[src/hw/fcr_pkg.sv]
/*
 * Shared constants of the fiber control and port interrupt summary block:
 * register numbers, page numbers, field positions, reset values, mode codes
 * and the length of the fiber soft reset.
 * Assumes a 16-bit paged management register space with 5-bit register numbers.
 */
package fcr_pkg;
    // Register numbers and pages
    localparam logic [4:0] FCR_REG_FIBER_CTRL = 5'h00;
    localparam logic [4:0] FCR_REG_PAGE_SEL = 5'h16;
    localparam logic [4:0] FCR_REG_IRQ_SUM = 5'h17;
    localparam logic [7:0] FCR_PAGE_FIBER = 8'h01;
    localparam logic [7:0] FCR_PAGE_COPPER = 8'h00;
    localparam logic [7:0] FCR_PAGE_RST = 8'h00;
    // Fiber control field positions and port count
    localparam int FCR_B_RESET = 15;
    localparam int FCR_B_LOOPBACK = 14;
    localparam int FCR_B_SPD_LSB = 13;
    localparam int FCR_B_ANEG_EN = 12;
    localparam int FCR_B_PWR_DN = 11;
    localparam int FCR_B_RESTART = 9;
    localparam int FCR_B_DUPLEX = 8;
    localparam int FCR_B_SPD_MSB = 6;
    localparam int FCR_PORTS = 4;
    // Reset values
    localparam logic FCR_RST_DUPLEX = 1'b1;
    localparam logic [1:0] FCR_RST_SPEED = 2'b10;
    // Fiber mode field codes
    localparam logic [1:0] FCR_MODE_100FX = 2'b00;
    localparam logic [1:0] FCR_MODE_1000X = 2'b01;
    localparam logic [1:0] FCR_MODE_AUTO = 2'b10;
    localparam logic [1:0] FCR_MODE_SW = 2'b11;
    // Speed codes as {bit6, bit13}
    localparam logic [1:0] FCR_SPD_1000 = 2'b10;
    localparam logic [1:0] FCR_SPD_100 = 2'b01;
    localparam logic [1:0] FCR_SPD_10 = 2'b00;
    // Fiber soft reset length in clock cycles
    localparam logic [3:0] FCR_SRST_CYCLES = 4'h4;
endpackage

[src/hw/fcr_link_if.sv]
/*
 * Carrier between the fiber control top and its two helpers: soft reset
 * sequencer handshake and the registered per-port interrupt summary.
 * Assumes all parties run on the same clock.
 */
`timescale 1ns/1ps
interface fcr_link_if;
    logic srst_start;
    logic srst_busy;
    logic [3:0] irq_sum;

    modport ctrl (output srst_start, input srst_busy, input irq_sum);
    modport seq (input srst_start, output srst_busy);
    modport irq (output irq_sum);
endinterface

[src/hw/fcr_srst_seq.sv]
/*
 * Fiber soft reset sequencer: a start pulse holds busy for a fixed number of
 * cycles. Assumes start comes from the control register logic.
 */
`timescale 1ns/1ps
module fcr_srst_seq
    import fcr_pkg::*;
(
    input wire logic clk_i,
    input wire logic resetn_i,
    fcr_link_if.seq lnk
);
    typedef struct packed {
        logic busy;
        logic [3:0] cnt;
    } fcr_seq_s;

    fcr_seq_s s_r;
    fcr_seq_s s_nxt;

    // Count down; a new start reloads so no request is lost
    always_comb begin
        s_nxt = s_r;
        if (lnk.srst_start) begin
            s_nxt.busy = 1'b1;
            s_nxt.cnt = FCR_SRST_CYCLES - 4'h1;
        end else if (s_r.busy) begin
            if (s_r.cnt == 4'h0) begin
                s_nxt.busy = 1'b0;
            end else begin
                s_nxt.cnt = s_r.cnt - 4'h1;
            end
        end
    end

    // State register
    always_ff @(posedge clk_i or negedge resetn_i) begin
        if (!resetn_i) begin
            s_r <= '0;
        end else begin
            s_r <= s_nxt;
        end
    end

    assign lnk.srst_busy = s_r.busy;
endmodule

[src/hw/fcr_irq_sum.sv]
/*
 * Per-port interrupt summary: registers the active level of each port's
 * interrupt. Assumes port interrupt levels are synchronous to the clock.
 */
`timescale 1ns/1ps
module fcr_irq_sum
    import fcr_pkg::*;
(
    input wire logic clk_i,
    input wire logic resetn_i,
    input wire logic [FCR_PORTS-1:0] port_irq_i,
    fcr_link_if.irq lnk
);
    typedef struct packed {
        logic [FCR_PORTS-1:0] act;
    } fcr_irq_s;

    fcr_irq_s s_r;
    fcr_irq_s s_nxt;

    always_comb begin
        s_nxt = s_r;
        for (int i = 0; i < FCR_PORTS; i++) begin
            s_nxt.act[i] = port_irq_i[i];
        end
    end

    // State register
    always_ff @(posedge clk_i or negedge resetn_i) begin
        if (!resetn_i) begin
            s_r <= '0;
        end else begin
            s_r <= s_nxt;
        end
    end

    assign lnk.irq_sum = s_r.act;
endmodule

[src/hw/fcr_top.sv]
/*
 * Fiber control register (page 1, register 0), page select (register 22)
 * and global per-port interrupt summary (page 0, register 23).
 * Assumes a management engine that presents one-cycle read and write strobes
 * with a register number, synchronous to CLK_I; read data follow one cycle later.
 */
`timescale 1ns/1ps
// Notes on behaviour
// - Summary register gives one active bit per port in 3:0, upper bits zero.
// - Writing reset bit starts fiber reset at once; bit clears when done.
// - Loopback bit loops transmit to receive and drops the fiber link.
// - Loopback runs at 1000 in 1000BASE-X, 100 in 100BASE-FX.
// - Speed LSB is forced, speed-derived or writable by fiber mode.
// - Speed MSB is forced, speed-derived or writable by fiber mode.
// - Changing autoneg enable breaks link, restarts autoneg, sets restart bit.
// - Autoneg enable has no effect in 100BASE-FX mode.
// - Autoneg enable loads its strap on hardware reset, kept by soft reset.
// - Leaving power down performs fiber reset and autoneg restart.
// - Power down loads strap gated by configuration mode; soft reset clears it.
// - Isolate bit reads zero and does nothing.
// - Restart bit self-clears; restart follows hardware, soft reset, enable change.
// - Duplex applies only on reset, restart, enable change, power up; resets full.
// - Collision test bit and bits 5:0 read zero.
// - Fiber mode 01 selects 1000BASE-X.
// - Fiber mode 00 is 100BASE-X without autoneg.
module fcr_top
    import fcr_pkg::*;
(
    // Clock and reset
    input wire logic CLK_I,
    input wire logic RESETN_I,
    // Management register access
    input wire logic REG_WR_I,
    input wire logic REG_RD_I,
    input wire logic [4:0] REG_ADDR_I,
    input wire logic [15:0] REG_WDATA_I,
    output logic [15:0] REG_RDATA_O,
    output logic REG_RVALID_O,
    // Straps and configuration
    input wire logic POWER_DOWN_STRAP_I,
    input wire logic AUTONEG_ENABLE_STRAP_I,
    input wire logic [2:0] HW_CONFIG_MODE_I,
    input wire logic [1:0] FIBER_MODE_I,
    input wire logic [1:0] LINK_SPEED_I,
    // Port interrupt levels
    input wire logic [3:0] PORT_IRQ_I,
    // Fiber datapath control
    output logic FIBER_RESET_O,
    output logic LOOPBACK_O,
    output logic [1:0] LOOPBACK_SPEED_O,
    output logic LINK_DROP_O,
    output logic ANEG_ENABLE_O,
    output logic ANEG_RESTART_O,
    output logic POWER_DOWN_O,
    output logic DUPLEX_O,
    output logic [1:0] SPEED_SEL_O
);
    typedef struct packed {
        logic strap_pend;
        logic loopback;
        logic aneg_en;
        logic pwr_dn;
        logic restart;
        logic dup_wr;
        logic dup_act;
        logic [1:0] spd_wr;
        logic [7:0] page;
        logic [15:0] rdata;
        logic rvalid;
        logic link_drop;
        logic aneg_eff;
        logic [1:0] spd_eff;
        logic [1:0] lb_spd;
    } fcr_state_s;

    fcr_state_s s_r;
    fcr_state_s s_nxt;
    fcr_link_if lnk ();

    logic wr_fcr;
    logic wr_page;
    logic rd_fcr;
    logic rd_sum;
    logic pd_exit;
    logic en_change;
    logic sreset_go;
    logic restart_evt;
    logic fx_mode;
    logic pd_mode_ok;
    logic [1:0] spd_view;
    logic [15:0] fcr_view;

    // Helpers
    fcr_srst_seq u_seq (
        .clk_i(CLK_I),
        .resetn_i(RESETN_I),
        .lnk(lnk.seq)
    );
    fcr_irq_sum u_irq (
        .clk_i(CLK_I),
        .resetn_i(RESETN_I),
        .port_irq_i(PORT_IRQ_I),
        .lnk(lnk.irq)
    );

    assign wr_fcr = REG_WR_I && REG_ADDR_I == FCR_REG_FIBER_CTRL && s_r.page == FCR_PAGE_FIBER;
    assign rd_fcr = REG_ADDR_I == FCR_REG_FIBER_CTRL && s_r.page == FCR_PAGE_FIBER;
    assign rd_sum = REG_ADDR_I == FCR_REG_IRQ_SUM && s_r.page == FCR_PAGE_COPPER;
    assign wr_page = REG_WR_I && REG_ADDR_I == FCR_REG_PAGE_SEL;
    assign fx_mode = FIBER_MODE_I == FCR_MODE_100FX;
    assign pd_mode_ok = HW_CONFIG_MODE_I[2:1] == 2'b01 || HW_CONFIG_MODE_I[2:1] == 2'b11
        || HW_CONFIG_MODE_I == 3'b100;
    assign pd_exit = wr_fcr && s_r.pwr_dn && !REG_WDATA_I[FCR_B_PWR_DN];
    assign en_change = wr_fcr && REG_WDATA_I[FCR_B_ANEG_EN] != s_r.aneg_en;
    // soft reset on write or power up
    assign sreset_go = (wr_fcr && REG_WDATA_I[FCR_B_RESET]) || pd_exit;
    assign restart_evt = s_r.strap_pend || sreset_go || (en_change && !fx_mode)
        || (wr_fcr && REG_WDATA_I[FCR_B_RESTART]);
    assign lnk.srst_start = sreset_go;

    always_comb begin
        unique case (FIBER_MODE_I)
            FCR_MODE_100FX: spd_view = FCR_SPD_100;
            FCR_MODE_1000X: spd_view = FCR_SPD_1000;
            FCR_MODE_AUTO: spd_view = {LINK_SPEED_I == FCR_SPD_1000, LINK_SPEED_I == FCR_SPD_100};
            FCR_MODE_SW: spd_view = s_r.spd_wr;
        endcase
    end

    // read view with forced bits; bits zero
    always_comb begin
        fcr_view = 16'h0000;
        fcr_view[FCR_B_RESET] = lnk.srst_busy;
        fcr_view[FCR_B_LOOPBACK] = s_r.loopback;
        fcr_view[FCR_B_SPD_LSB] = spd_view[0];
        fcr_view[FCR_B_ANEG_EN] = s_r.aneg_en;
        fcr_view[FCR_B_PWR_DN] = s_r.pwr_dn;
        fcr_view[FCR_B_RESTART] = s_r.restart;
        fcr_view[FCR_B_DUPLEX] = s_r.dup_wr;
        fcr_view[FCR_B_SPD_MSB] = spd_view[1];
    end

    // Next state of control, read path and outputs
    always_comb begin
        s_nxt = s_r;
        s_nxt.rvalid = 1'b0;
        s_nxt.restart = restart_evt;
        if (s_r.strap_pend) begin
            s_nxt.aneg_en = AUTONEG_ENABLE_STRAP_I;
            s_nxt.pwr_dn = POWER_DOWN_STRAP_I && pd_mode_ok;
            s_nxt.strap_pend = 1'b0;
        end else if (wr_fcr) begin
            s_nxt.loopback = REG_WDATA_I[FCR_B_LOOPBACK];
            s_nxt.aneg_en = REG_WDATA_I[FCR_B_ANEG_EN];
            s_nxt.pwr_dn = REG_WDATA_I[FCR_B_PWR_DN];
            s_nxt.dup_wr = REG_WDATA_I[FCR_B_DUPLEX];
            // speed writable only in mode 11
            if (FIBER_MODE_I == FCR_MODE_SW) begin
                s_nxt.spd_wr = {REG_WDATA_I[FCR_B_SPD_MSB], REG_WDATA_I[FCR_B_SPD_LSB]};
            end
        end
        // soft reset clears loopback and power down
        if (sreset_go) begin
            s_nxt.loopback = 1'b0;
            s_nxt.pwr_dn = 1'b0;
        end
        // duplex applied on its events only
        if (restart_evt) begin
            s_nxt.dup_act = s_nxt.dup_wr;
        end
        if (wr_page) begin
            s_nxt.page = REG_WDATA_I[7:0];
        end
        // summary in low bits, upper zero
        if (REG_RD_I) begin
            s_nxt.rvalid = 1'b1;
            if (rd_fcr) begin
                s_nxt.rdata = fcr_view;
            end else if (rd_sum) begin
                s_nxt.rdata = {12'h000, lnk.irq_sum};
            end else if (REG_ADDR_I == FCR_REG_PAGE_SEL) begin
                s_nxt.rdata = {8'h00, s_r.page};
            end else begin
                s_nxt.rdata = 16'h0000;
            end
        end
        // link drops with loopback, reset, restart or power down
        s_nxt.link_drop = s_nxt.loopback || sreset_go || lnk.srst_busy || s_nxt.restart || s_nxt.pwr_dn;
        s_nxt.aneg_eff = s_nxt.aneg_en && !fx_mode;
        s_nxt.spd_eff = spd_view;
        // loopback rate from fiber mode; mode decode
        if (FIBER_MODE_I == FCR_MODE_1000X) begin
            s_nxt.lb_spd = FCR_SPD_1000;
        end else if (fx_mode) begin
            s_nxt.lb_spd = FCR_SPD_100;
        end else begin
            s_nxt.lb_spd = spd_view;
        end
    end

    // State register; straps are caught on the first edge after release
    always_ff @(posedge CLK_I or negedge RESETN_I) begin
        if (!RESETN_I) begin
            s_r <= '0;
            s_r.strap_pend <= 1'b1;
            s_r.dup_wr <= FCR_RST_DUPLEX;
            s_r.dup_act <= FCR_RST_DUPLEX;
            s_r.spd_wr <= FCR_RST_SPEED;
            s_r.page <= FCR_PAGE_RST;
            s_r.link_drop <= 1'b1;
        end else begin
            s_r <= s_nxt;
        end
    end

    // Outputs straight from flops
    assign REG_RDATA_O = s_r.rdata;
    assign REG_RVALID_O = s_r.rvalid;
    assign FIBER_RESET_O = lnk.srst_busy;
    assign LOOPBACK_O = s_r.loopback;
    assign LOOPBACK_SPEED_O = s_r.lb_spd;
    assign LINK_DROP_O = s_r.link_drop;
    assign ANEG_ENABLE_O = s_r.aneg_eff;
    assign ANEG_RESTART_O = s_r.restart;
    assign POWER_DOWN_O = s_r.pwr_dn;
    assign DUPLEX_O = s_r.dup_act;
    assign SPEED_SEL_O = s_r.spd_eff;
endmodule

[config.mk]
export PLATFORM = sky130hd
export DESIGN_NAME = fcr_top
export DESIGN_NICKNAME = d
export VERILOG_FILES = /design/src/hw/fcr_pkg.sv /design/src/hw/fcr_link_if.sv /design/src/hw/fcr_srst_seq.sv /design/src/hw/fcr_irq_sum.sv /design/src/hw/fcr_top.sv
export SDC_FILE = /design/constraint.sdc
export NUM_CORES = 1
export LEC_CHECK = 0
export BUFFER_PORTS_ARGS = -buffer_cell sky130_fd_sc_hd__buf_2
export CAP_MARGIN = 20
export CORE_MARGIN = 2
export CORE_UTILIZATION = 40
export CTS_BUF_LIST = sky130_fd_sc_hd__clkbuf_8
export CTS_CLUSTER_DIAMETER = 40
export DETAILED_ROUTE_END_ITERATION = 10
export GPL_ROUTABILITY_DRIVEN = 0
export HOLD_SLACK_MARGIN = 0.1
export SYNTH_ARGS = -nofsm -noshare
export SYNTH_HDL_FRONTEND = slang
export SYNTH_SLANG_ARGS = --single-unit
export TNS_END_PERCENT = 20
[constraint.sdc]
create_clock -name CLK_I -period 4.1 [get_ports CLK_I]
set_input_delay 0.615 -clock CLK_I [delete_from_list [all_inputs] [get_ports CLK_I]]
set_output_delay 0.615 -clock CLK_I [all_outputs]
set_load 0.005 [all_outputs]
==> impl_metrics.prom, run 1 <==
# TYPE chip_impl_metric gauge
chip_impl_info{name="outcome",value="completed"} 1
chip_impl_info{name="root_buffer",value="sky130_fd_sc_hd__clkbuf_8"} 1
chip_impl_metric{name="worstSkewPairLatency",unit="ns"} 0.29
chip_impl_metric{name="floorplan.die_area",unit="µm²"} 6170
chip_impl_metric{name="drive_above_1_share",unit="%"} 39.7
chip_impl_metric{name="route.vias.total",unit=""} 1481
chip_impl_metric{name="dieWidth",unit="µm"} 78.6
chip_impl_metric{name="final_antenna_net_count",unit=""} 0
chip_impl_metric{name="area_growth",unit="%"} 15.6
chip_impl_metric{name="post_cts_hold_buffer_count",unit=""} 0
chip_impl_metric{name="r2r_setup_slack",unit="ns"} 2.30
chip_impl_metric{name="numPortBuffers",unit=""} 63
chip_impl_metric{name="cp.required",unit="ns"} 4.27
chip_impl_metric{name="routed_wire_length",unit="µm"} 4160
chip_impl_metric{name="sw_frac_of_total",unit="%"} 25.3
chip_impl_metric{name="power_density",unit="nW/µm²"} 404
chip_impl_metric{name="post_cts_resize_count",unit=""} 0
chip_impl_metric{name="io-pin-count",unit=""} 66
chip_impl_info{name="synthTopCellsByArea",value="sky130_fd_sc_hd__dfrtp_1, sky130_fd_sc_hd__buf_4, sky130_fd_sc_hd__mux2_4"} 1
chip_impl_metric{name="synth_enable_flop_cells",unit=""} 0
chip_impl_metric{name="cts-buffers-inserted",unit=""} 5
chip_impl_metric{name="nFillCells",unit=""} 532
chip_impl_metric{name="synth_seq_cells",unit=""} 47
chip_impl_metric{name="worst_slew_pin_slew",unit="ns"} 0.602
chip_impl_metric{name="post_cts_buffers",unit=""} 0
chip_impl_metric{name="setup_tns",unit="ns"} 0
chip_impl_metric{name="clock_tree.buffer_depth",unit=""} 2
chip_impl_info{name="hold_path_class",value="input port to async pin"} 1
chip_impl_metric{name="arrival",unit="ns"} 2.40
chip_impl_metric{name="yosysTopAreaCellShare",unit="%"} 47.3
chip_impl_metric{name="netSwitchingPower",unit="mW"} 0.263
chip_impl_metric{name="yosys_warnings",unit=""} 0
chip_impl_info{name="synth_ff_type",value="sky130_fd_sc_hd__dfrtp_1"} 1
chip_impl_metric{name="number_of_global_route_vias_before_repair",unit=""} 1429
chip_impl_metric{name="asyncSetResetFlopFracSynth",unit="%"} 100
chip_impl_metric{name="yosysSeqAreaShare",unit="%"} 53.2
chip_impl_metric{name="grt_util_all_layers",unit="%"} 14.1
chip_impl_metric{name="maxClockFrequency",unit="GHz"} 0.449
chip_impl_metric{name="grt_remaining_overflow",unit=""} 0
chip_impl_metric{name="numClockSinks",unit=""} 47
chip_impl_metric{name="clkSlewWorstSetupHoldPaths",unit="ns"} 0.08
chip_impl_metric{name="insertedDiodeCount",unit=""} 0
chip_impl_metric{name="power_frac_seq",unit="%"} 53.8
chip_impl_metric{name="design_power_total",unit="mW"} 1.04
chip_impl_info{name="timing.critical_path.to_type",value="register"} 1
chip_impl_metric{name="core",unit="µm²"} 5440
chip_impl_metric{name="cp_max_fo",unit=""} 9
chip_impl_metric{name="count_of_final_hold_check_violations",unit=""} 0
chip_impl_metric{name="post_synthesis_average_cell_area",unit="µm²"} 11.3
chip_impl_metric{name="core.rowCount",unit=""} 27
chip_impl_metric{name="max_slew_margin",unit="%"} 59.8
chip_impl_metric{name="p_int",unit="mW"} 0.776
chip_impl_metric{name="power.ir.vdd_worst",unit="µV"} 184
chip_impl_metric{name="largest_net_degree_at_the_start_of_global_routing",unit=""} 48
chip_impl_metric{name="total_leakage_power",unit="nW"} 1.26
chip_impl_metric{name="total_setup_violations_reported_at_the_end_of_the_flow",unit=""} 0
chip_impl_metric{name="layout.nets",unit=""} 280
chip_impl_metric{name="clock_h_tree_levels",unit=""} 2
chip_impl_metric{name="grt_first_pass_wirelength",unit="µm"} 6770
chip_impl_metric{name="die_h",unit="µm"} 78.6
chip_impl_metric{name="detail_route.wl_per_cell",unit="µm"} 13.2
chip_impl_metric{name="worst_clock_skew",unit="ns"} 0.00901
chip_impl_info{name="synth_largest_area_cell",value="sky130_fd_sc_hd__dfrtp_1"} 1
chip_impl_metric{name="synthDistinctLibCells",unit=""} 45
chip_impl_metric{name="detail_route.drc_violations",unit=""} 0
chip_impl_metric{name="drv.max_cap_violation_count",unit=""} 0
chip_impl_info{name="unrepaired_setup_endpoints_after_global_routing",value="false"} 1
chip_impl_metric{name="final_max_slew_viol_count",unit=""} 0
chip_impl_metric{name="clock_power_share",unit="%"} 30.9
chip_impl_metric{name="initial_utilization",unit="%"} 40.9
chip_impl_info{name="tritoncts",value="done"} 1
chip_impl_info{name="critical_path.startpoint_type",value="input port"} 1
chip_impl_metric{name="grt_antenna_before_repair",unit=""} 0
chip_impl_metric{name="netlist_instances",unit=""} 196
chip_impl_metric{name="drt-pass1-iter-count",unit=""} 4
chip_impl_metric{name="detailedPlacementHpwl",unit="µm"} 3110
chip_impl_metric{name="synth.cell_area",unit="µm²"} 2220
chip_impl_metric{name="period_needed",unit="ns"} 2.23
chip_impl_metric{name="final_worst_path_period_share",unit="%"} 54.4
chip_impl_info{name="worstSetupPathType",value="input port to register"} 1
chip_impl_metric{name="avgViaCountPerCell",unit=""} 4.72
chip_impl_metric{name="iteration_0_drc_markers",unit=""} 49
chip_impl_metric{name="power.combinational.fraction",unit="%"} 15.3
layout make-up:
class	instances	area, µm²	area share (%)
Clock buffer	5	68.8	2.68
Tap cell	72	90.1	3.50
Multi-Input combinational cell	108	801	31.1
Inverter	15	56.3	2.19
Clock inverter	3	37.5	1.46
Timing Repair Buffer	64	335	13.0
Sequential cell	47	1180	46.0
metrics by stage:
step	setup WS, ns	hold slack (ns)	instance area (µm²)	instances	utilization [%]
3_5_place_dp	1.54	0.491	2440	305	45.0
4_1_cts	1.84	0.416	2550	313	46.9
3_3_place_gp	1.55	0.484	2440	305	45.0
2_1_floorplan	2.28	0.319	2230	197	-
6_report	1.87	0.286	2570	314	47.3
5_1_grt	1.74	0.315	2570	314	47.3
cell usage after synthesis, types with 2 or more instances:
| library cell | count |
|---|---|
| sky130_fd_sc_hd__a21oi_1 | 9 |
| sky130_fd_sc_hd__a22oi_1 | 5 |
| sky130_fd_sc_hd__a31oi_1 | 2 |
| sky130_fd_sc_hd__and4_2 | 3 |
| sky130_fd_sc_hd__buf_2 | 3 |
| sky130_fd_sc_hd__buf_4 | 20 |
| sky130_fd_sc_hd__clkbuf_1 | 3 |
| sky130_fd_sc_hd__dfrtp_1 | 42 |
| sky130_fd_sc_hd__dfstp_2 | 5 |
| sky130_fd_sc_hd__inv_1 | 15 |
| sky130_fd_sc_hd__mux2_2 | 2 |
| sky130_fd_sc_hd__mux2_4 | 10 |
| sky130_fd_sc_hd__mux2i_1 | 3 |
| sky130_fd_sc_hd__nand2_1 | 5 |
| sky130_fd_sc_hd__nand3_1 | 9 |
| sky130_fd_sc_hd__nand3b_1 | 2 |
| sky130_fd_sc_hd__nor2_1 | 11 |
| sky130_fd_sc_hd__nor2b_1 | 8 |
| sky130_fd_sc_hd__nor3_1 | 2 |
| sky130_fd_sc_hd__o211ai_1 | 2 |
| sky130_fd_sc_hd__o21ai_0 | 10 |
| sky130_fd_sc_hd__xor2_1 | 2 |
critical path, stage by stage:
cell                      delay, ns
sky130_fd_sc_hd__buf_2         0.11
sky130_fd_sc_hd__and4b_1       0.27
sky130_fd_sc_hd__nor2b_1       0.52
sky130_fd_sc_hd__and2_1        0.53
sky130_fd_sc_hd__mux2_4        0.34
cell usage in the layout (no fill, tap or decap), types with 5 or more instances in the layout:
cell type / n
sky130_fd_sc_hd__clkbuf_8: 5
sky130_fd_sc_hd__nand2_1: 5
sky130_fd_sc_hd__mux2_4: 10
sky130_fd_sc_hd__dfrtp_1: 42
sky130_fd_sc_hd__a21oi_1: 9
sky130_fd_sc_hd__nand3_1: 9
sky130_fd_sc_hd__nor2_1: 11
sky130_fd_sc_hd__buf_2: 63
sky130_fd_sc_hd__nor2b_1: 8
sky130_fd_sc_hd__inv_1: 17
sky130_fd_sc_hd__dfstp_2: 5
sky130_fd_sc_hd__o21ai_0: 10
sky130_fd_sc_hd__a22oi_1: 5
sequential cells by signal, summed over array words and instances, names as in the netlist, 2 cells and up:
signal and flops:
REG_RDATA_O 15, u_irq.lnk.irq_sum 4, s_r 11, u_seq.s_r 4, LOOPBACK_SPEED_O 2, fcr_view 2
power groups by stage:
| stage | combinational, mW | sequential, mW | clock (mW) |
|---|---|---|---|
| after global routing | 0.183 | 0.566 | 0.348 |
| after detailed placement | 0.158 | 0.567 | 0 |
| after global placement | 0.154 | 0.566 | 0 |
| after CTS | 0.159 | 0.559 | 0.331 |
| final | 0.159 | 0.559 | 0.321 |
| after floorplan | 0.111 | 0.557 | 0 |
worst paths after layout:
kind / from / to / depth (start not counted)
setup reg to reg: s_r[27] / DUPLEX_O / 4
max in group asynchronous: RESETN_I / REG_RDATA_O[7] / 2
hold reg to reg: s_r[31] / s_r[31] / 1
setup / recovery: REG_ADDR_I[3] / s_r[27] / 5
hold / removal: RESETN_I / s_r[31] / 1
min in group CLK_I: PORT_IRQ_I[2] / u_irq.lnk.irq_sum[2] / 1
routing by layer:
layer	vias up	share of wire, %	track usage [%]
li1	739	-	-
met4	0	0.91	4.91
met1	706	46	18.1
met3	4	4.3	3.33
met2	32	49	23.2
met5	-	0	0
cells by family after synthesis:
logic type               Yosys count  share of synthesized area, %
AND/OR/NAND/NOR                   52                          14.9
XOR/XNOR                           3                          1.18
flip-flops                        47                          53.2
buffers and inverters             42                          11.0
multiplexers                      15                          9.12
AO/OA/AOI/OAI                     35                          9.96
adder cells (fa/ha/maj)            1                         0.563
other                              1                         0.169
Power figures use the tool's default switching activity.
==> run 2, diff against run 1 <==
==> constraint.sdc (replaced) <==
create_clock -name CLK_I -period 2.2 [get_ports CLK_I]
set_input_delay 0.33 -clock CLK_I [delete_from_list [all_inputs] [get_ports CLK_I]]
set_output_delay 0.33 -clock CLK_I [all_outputs]
set_load 0.005 [all_outputs]
==> run 2 against run 1 <==
  * Register-to-register slack worse by 1.9 ns
  * Largest cell class unchanged
  * Combinational power up 86%
  * Hold slack worse by 0.15 ns
  * Wire length down 0.19%
  * Sequential share of layout area down 0.51 points
  * Critical endpoint is now DUPLEX_O
  * Highest routed layer unchanged
  * Core utilization up 0.53 points
  * Setup slack worse by 1.4 ns
  * Largest power group unchanged
==> impl_metrics.prom, run 2 (same netlist as run 1, synthesis figures left out) <==
# TYPE chip_impl_metric gauge
chip_impl_metric{name="detail_route.wl_per_cell",unit="µm"} 13.1
chip_impl_info{name="min-delay-start",value="PORT_IRQ_I[3]"} 1
chip_impl_info{name="unrepaired_setup_endpoints_after_global_routing",value="false"} 1
chip_impl_info{name="outcome",value="completed"} 1
chip_impl_metric{name="avgViaCountPerCell",unit=""} 4.72
chip_impl_metric{name="grt_antenna_before_repair",unit=""} 0
chip_impl_info{name="root_buffer",value="sky130_fd_sc_hd__clkbuf_8"} 1
chip_impl_metric{name="floorplan.die_area",unit="µm²"} 6170
chip_impl_metric{name="numPortBuffers",unit=""} 63
chip_impl_metric{name="cpPeakStageDelay",unit="ns"} 0.43
chip_impl_metric{name="nFillCells",unit=""} 510
chip_impl_metric{name="dieWidth",unit="µm"} 78.6
chip_impl_metric{name="met3RoutedLength",unit="µm"} 165
chip_impl_metric{name="clkSlewWorstSetupHoldPaths",unit="ns"} 0.09
chip_impl_info{name="highest-signal-layer",value="met4"} 1
chip_impl_info{name="tritoncts",value="done"} 1
chip_impl_metric{name="largest_register_ff_count",unit=""} 15
chip_impl_metric{name="design_power_total",unit="mW"} 1.99
chip_impl_metric{name="io-pin-count",unit=""} 66
chip_impl_metric{name="final_max_slew_viol_count",unit=""} 0
chip_impl_info{name="crit_path_from",value="s_r[27]"} 1
chip_impl_info{name="cp_common_cell",value="sky130_fd_sc_hd__mux2_4"} 1
chip_impl_metric{name="number_of_global_route_vias_before_repair",unit=""} 1430
chip_impl_metric{name="core.rowCount",unit=""} 27
chip_impl_metric{name="grt_util_all_layers",unit="%"} 14.6
chip_impl_metric{name="clock_h_tree_levels",unit=""} 2
chip_impl_metric{name="placement.cell_area",unit="µm²"} 2470
chip_impl_metric{name="insertedDiodeCount",unit=""} 0
chip_impl_metric{name="worst_slew_pin_slew",unit="ns"} 0.509
chip_impl_metric{name="route.vias.total",unit=""} 1493
chip_impl_info{name="hold_path_class",value="input port to register"} 1
chip_impl_info{name="critical_path.startpoint_type",value="register"} 1
chip_impl_metric{name="clock_tree.buffer_depth",unit=""} 2
chip_impl_metric{name="maxClockFrequency",unit="GHz"} 0.564
chip_impl_info{name="critPathSlowestCell",value="sky130_fd_sc_hd__nor3_1"} 1
chip_impl_info{name="layout_common_cells",value="sky130_fd_sc_hd__buf_2, sky130_fd_sc_hd__dfrtp_1, sky130_fd_sc_hd__inv_1"} 1
chip_impl_metric{name="max_slew_margin",unit="%"} 65.8
chip_impl_metric{name="detail_route.drc_violations",unit=""} 0
chip_impl_info{name="worstSetupPathType",value="register to register"} 1
chip_impl_metric{name="die_h",unit="µm"} 78.6
chip_impl_info{name="worstPathCellList",value="nor3_1 > nand4_2 > mux2_4 > mux2_4"} 1
chip_impl_metric{name="largest_net_degree_at_the_start_of_global_routing",unit=""} 32
chip_impl_metric{name="final_worst_path_period_share",unit="%"} 80.5
chip_impl_metric{name="post_cts_resize_count",unit=""} 0
chip_impl_metric{name="count_of_final_hold_check_violations",unit=""} 0
chip_impl_metric{name="drv.max_cap_violation_count",unit=""} 0
chip_impl_metric{name="cp_max_fo",unit=""} 4
chip_impl_metric{name="iteration_0_drc_markers",unit=""} 59
chip_impl_metric{name="worstSkewPairLatency",unit="ns"} 0.29
chip_impl_metric{name="grt_first_pass_wirelength",unit="µm"} 6930
chip_impl_metric{name="area_growth",unit="%"} 16.9
chip_impl_metric{name="arrival",unit="ns"} 2.00
chip_impl_info{name="timing.critical_path.to_type",value="register"} 1
chip_impl_metric{name="layout.nets",unit=""} 282
chip_impl_metric{name="power.ir.vdd_worst",unit="µV"} 302
chip_impl_metric{name="setup_tns",unit="ns"} 0
chip_impl_metric{name="total_setup_violations_reported_at_the_end_of_the_flow",unit=""} 0
chip_impl_metric{name="initial_utilization",unit="%"} 40.9
chip_impl_metric{name="core",unit="µm²"} 5440
chip_impl_metric{name="power_density",unit="nW/µm²"} 764
chip_impl_metric{name="wirelength_met1",unit="µm"} 2010
chip_impl_metric{name="final_antenna_net_count",unit=""} 0
chip_impl_metric{name="grt_remaining_overflow",unit=""} 0
chip_impl_metric{name="numClockSinks",unit=""} 47
chip_impl_metric{name="worst_clock_skew",unit="ns"} 0.00800
chip_impl_info{name="worst_r2r_startpoint",value="s_r[27]"} 1
chip_impl_metric{name="cts-buffers-inserted",unit=""} 5
chip_impl_metric{name="postLayoutCellArea",unit="µm²"} 2600
chip_impl_metric{name="cp.required",unit="ns"} 2.43
chip_impl_info{name="mostFrequentLayoutCell",value="sky130_fd_sc_hd__buf_2"} 1
chip_impl_metric{name="drive_above_1_share",unit="%"} 40.6
chip_impl_metric{name="detailedPlacementHpwl",unit="µm"} 3100
chip_impl_metric{name="total_leakage_power",unit="nW"} 1.27
chip_impl_metric{name="met2_wirelength",unit="µm"} 1960
chip_impl_metric{name="routed_wire_length",unit="µm"} 4150
chip_impl_metric{name="drt-pass1-iter-count",unit=""} 4
chip_impl_metric{name="period_needed",unit="ns"} 1.77
run 2: cell types whose count changed in the layout (fill, tap and decap cells not counted):
cell / change
sky130_fd_sc_hd__buf_4: +1
sky130_fd_sc_hd__dlygate4sd3_1: +1
sky130_fd_sc_hd__clkinv_2: +1
sky130_fd_sc_hd__clkbuf_8: +1
sky130_fd_sc_hd__inv_1: -2
run 2: stage by stage:
step | instances | setup WS, ns | util, % | hold slack, ns
floorplan | 197 | 0.643 | - | 0.0344
CTS | 316 | 0.387 | 47.8 | 0.126
global route | 316 | 0.267 | 47.8 | 0.121
detailed placement | 307 | 0.379 | 45.5 | 0.333
global placement | 307 | 0.382 | 45.5 | 0.334
finish | 316 | 0.428 | 47.8 | 0.138
run 2: what timing repair did:
item | 4_1_cts | 5_1_grt
hold endpoints to repair | 16 | 0
hold buffers | 1 | 0
buffers inserted | 0 | 0
setup endpoints to repair | 0 | 0
run 2: routing by layer:
metal	track usage [%]	vias up
li1	-	745
met1	19.2	715
met2	23.3	31
met3	4.25	2
met4	4.21	0
met5	0	-
run 2: power breakdown:
part | leakage (nW) | total [mW] | internal [mW] | switching [mW]
Clock | 0.0612 | 0.648 | 0.368 | 0.281
Sequential | 0.589 | 1.04 | 0.958 | 0.0829
Combinational | 0.623 | 0.296 | 0.158 | 0.138
Total | 1.27 | 1.99 | 1.48 | 0.501
run 2: critical path: cells and delay by family, from the launching register on:
| kind | cells | cell delay (ns) |
|---|---|---|
| flip-flops | 1 | 0.40 |
| AND/OR/NAND/NOR | 2 | 0.69 |
| multiplexers | 2 | 0.62 |
run 2: final cells by class:
type / instances / area [µm²] / share of cell area [%]
Sequential cell: 47 / 1180 / 45.5
Multi-Input combinational cell: 108 / 801 / 30.8
Timing Repair Buffer: 66 / 353 / 13.6
Tap cell: 72 / 90.1 / 3.46
Clock buffer: 6 / 82.6 / 3.18
Inverter: 15 / 56.3 / 2.17
Clock inverter: 2 / 35.0 / 1.35
run 2: final timing paths:
check | slack (ns) | end | cells after the start
max | 0.43 | DUPLEX_O | 4
min | 0.14 | u_irq.lnk.irq_sum[3] | 1
max reg2reg | 0.43 | DUPLEX_O | 4
min reg2reg | 0.51 | s_r[31] | 1
max in group asynchronous | 1.15 | REG_RDATA_O[5] | 3
min in group asynchronous | 0.53 | s_r[31] | 2
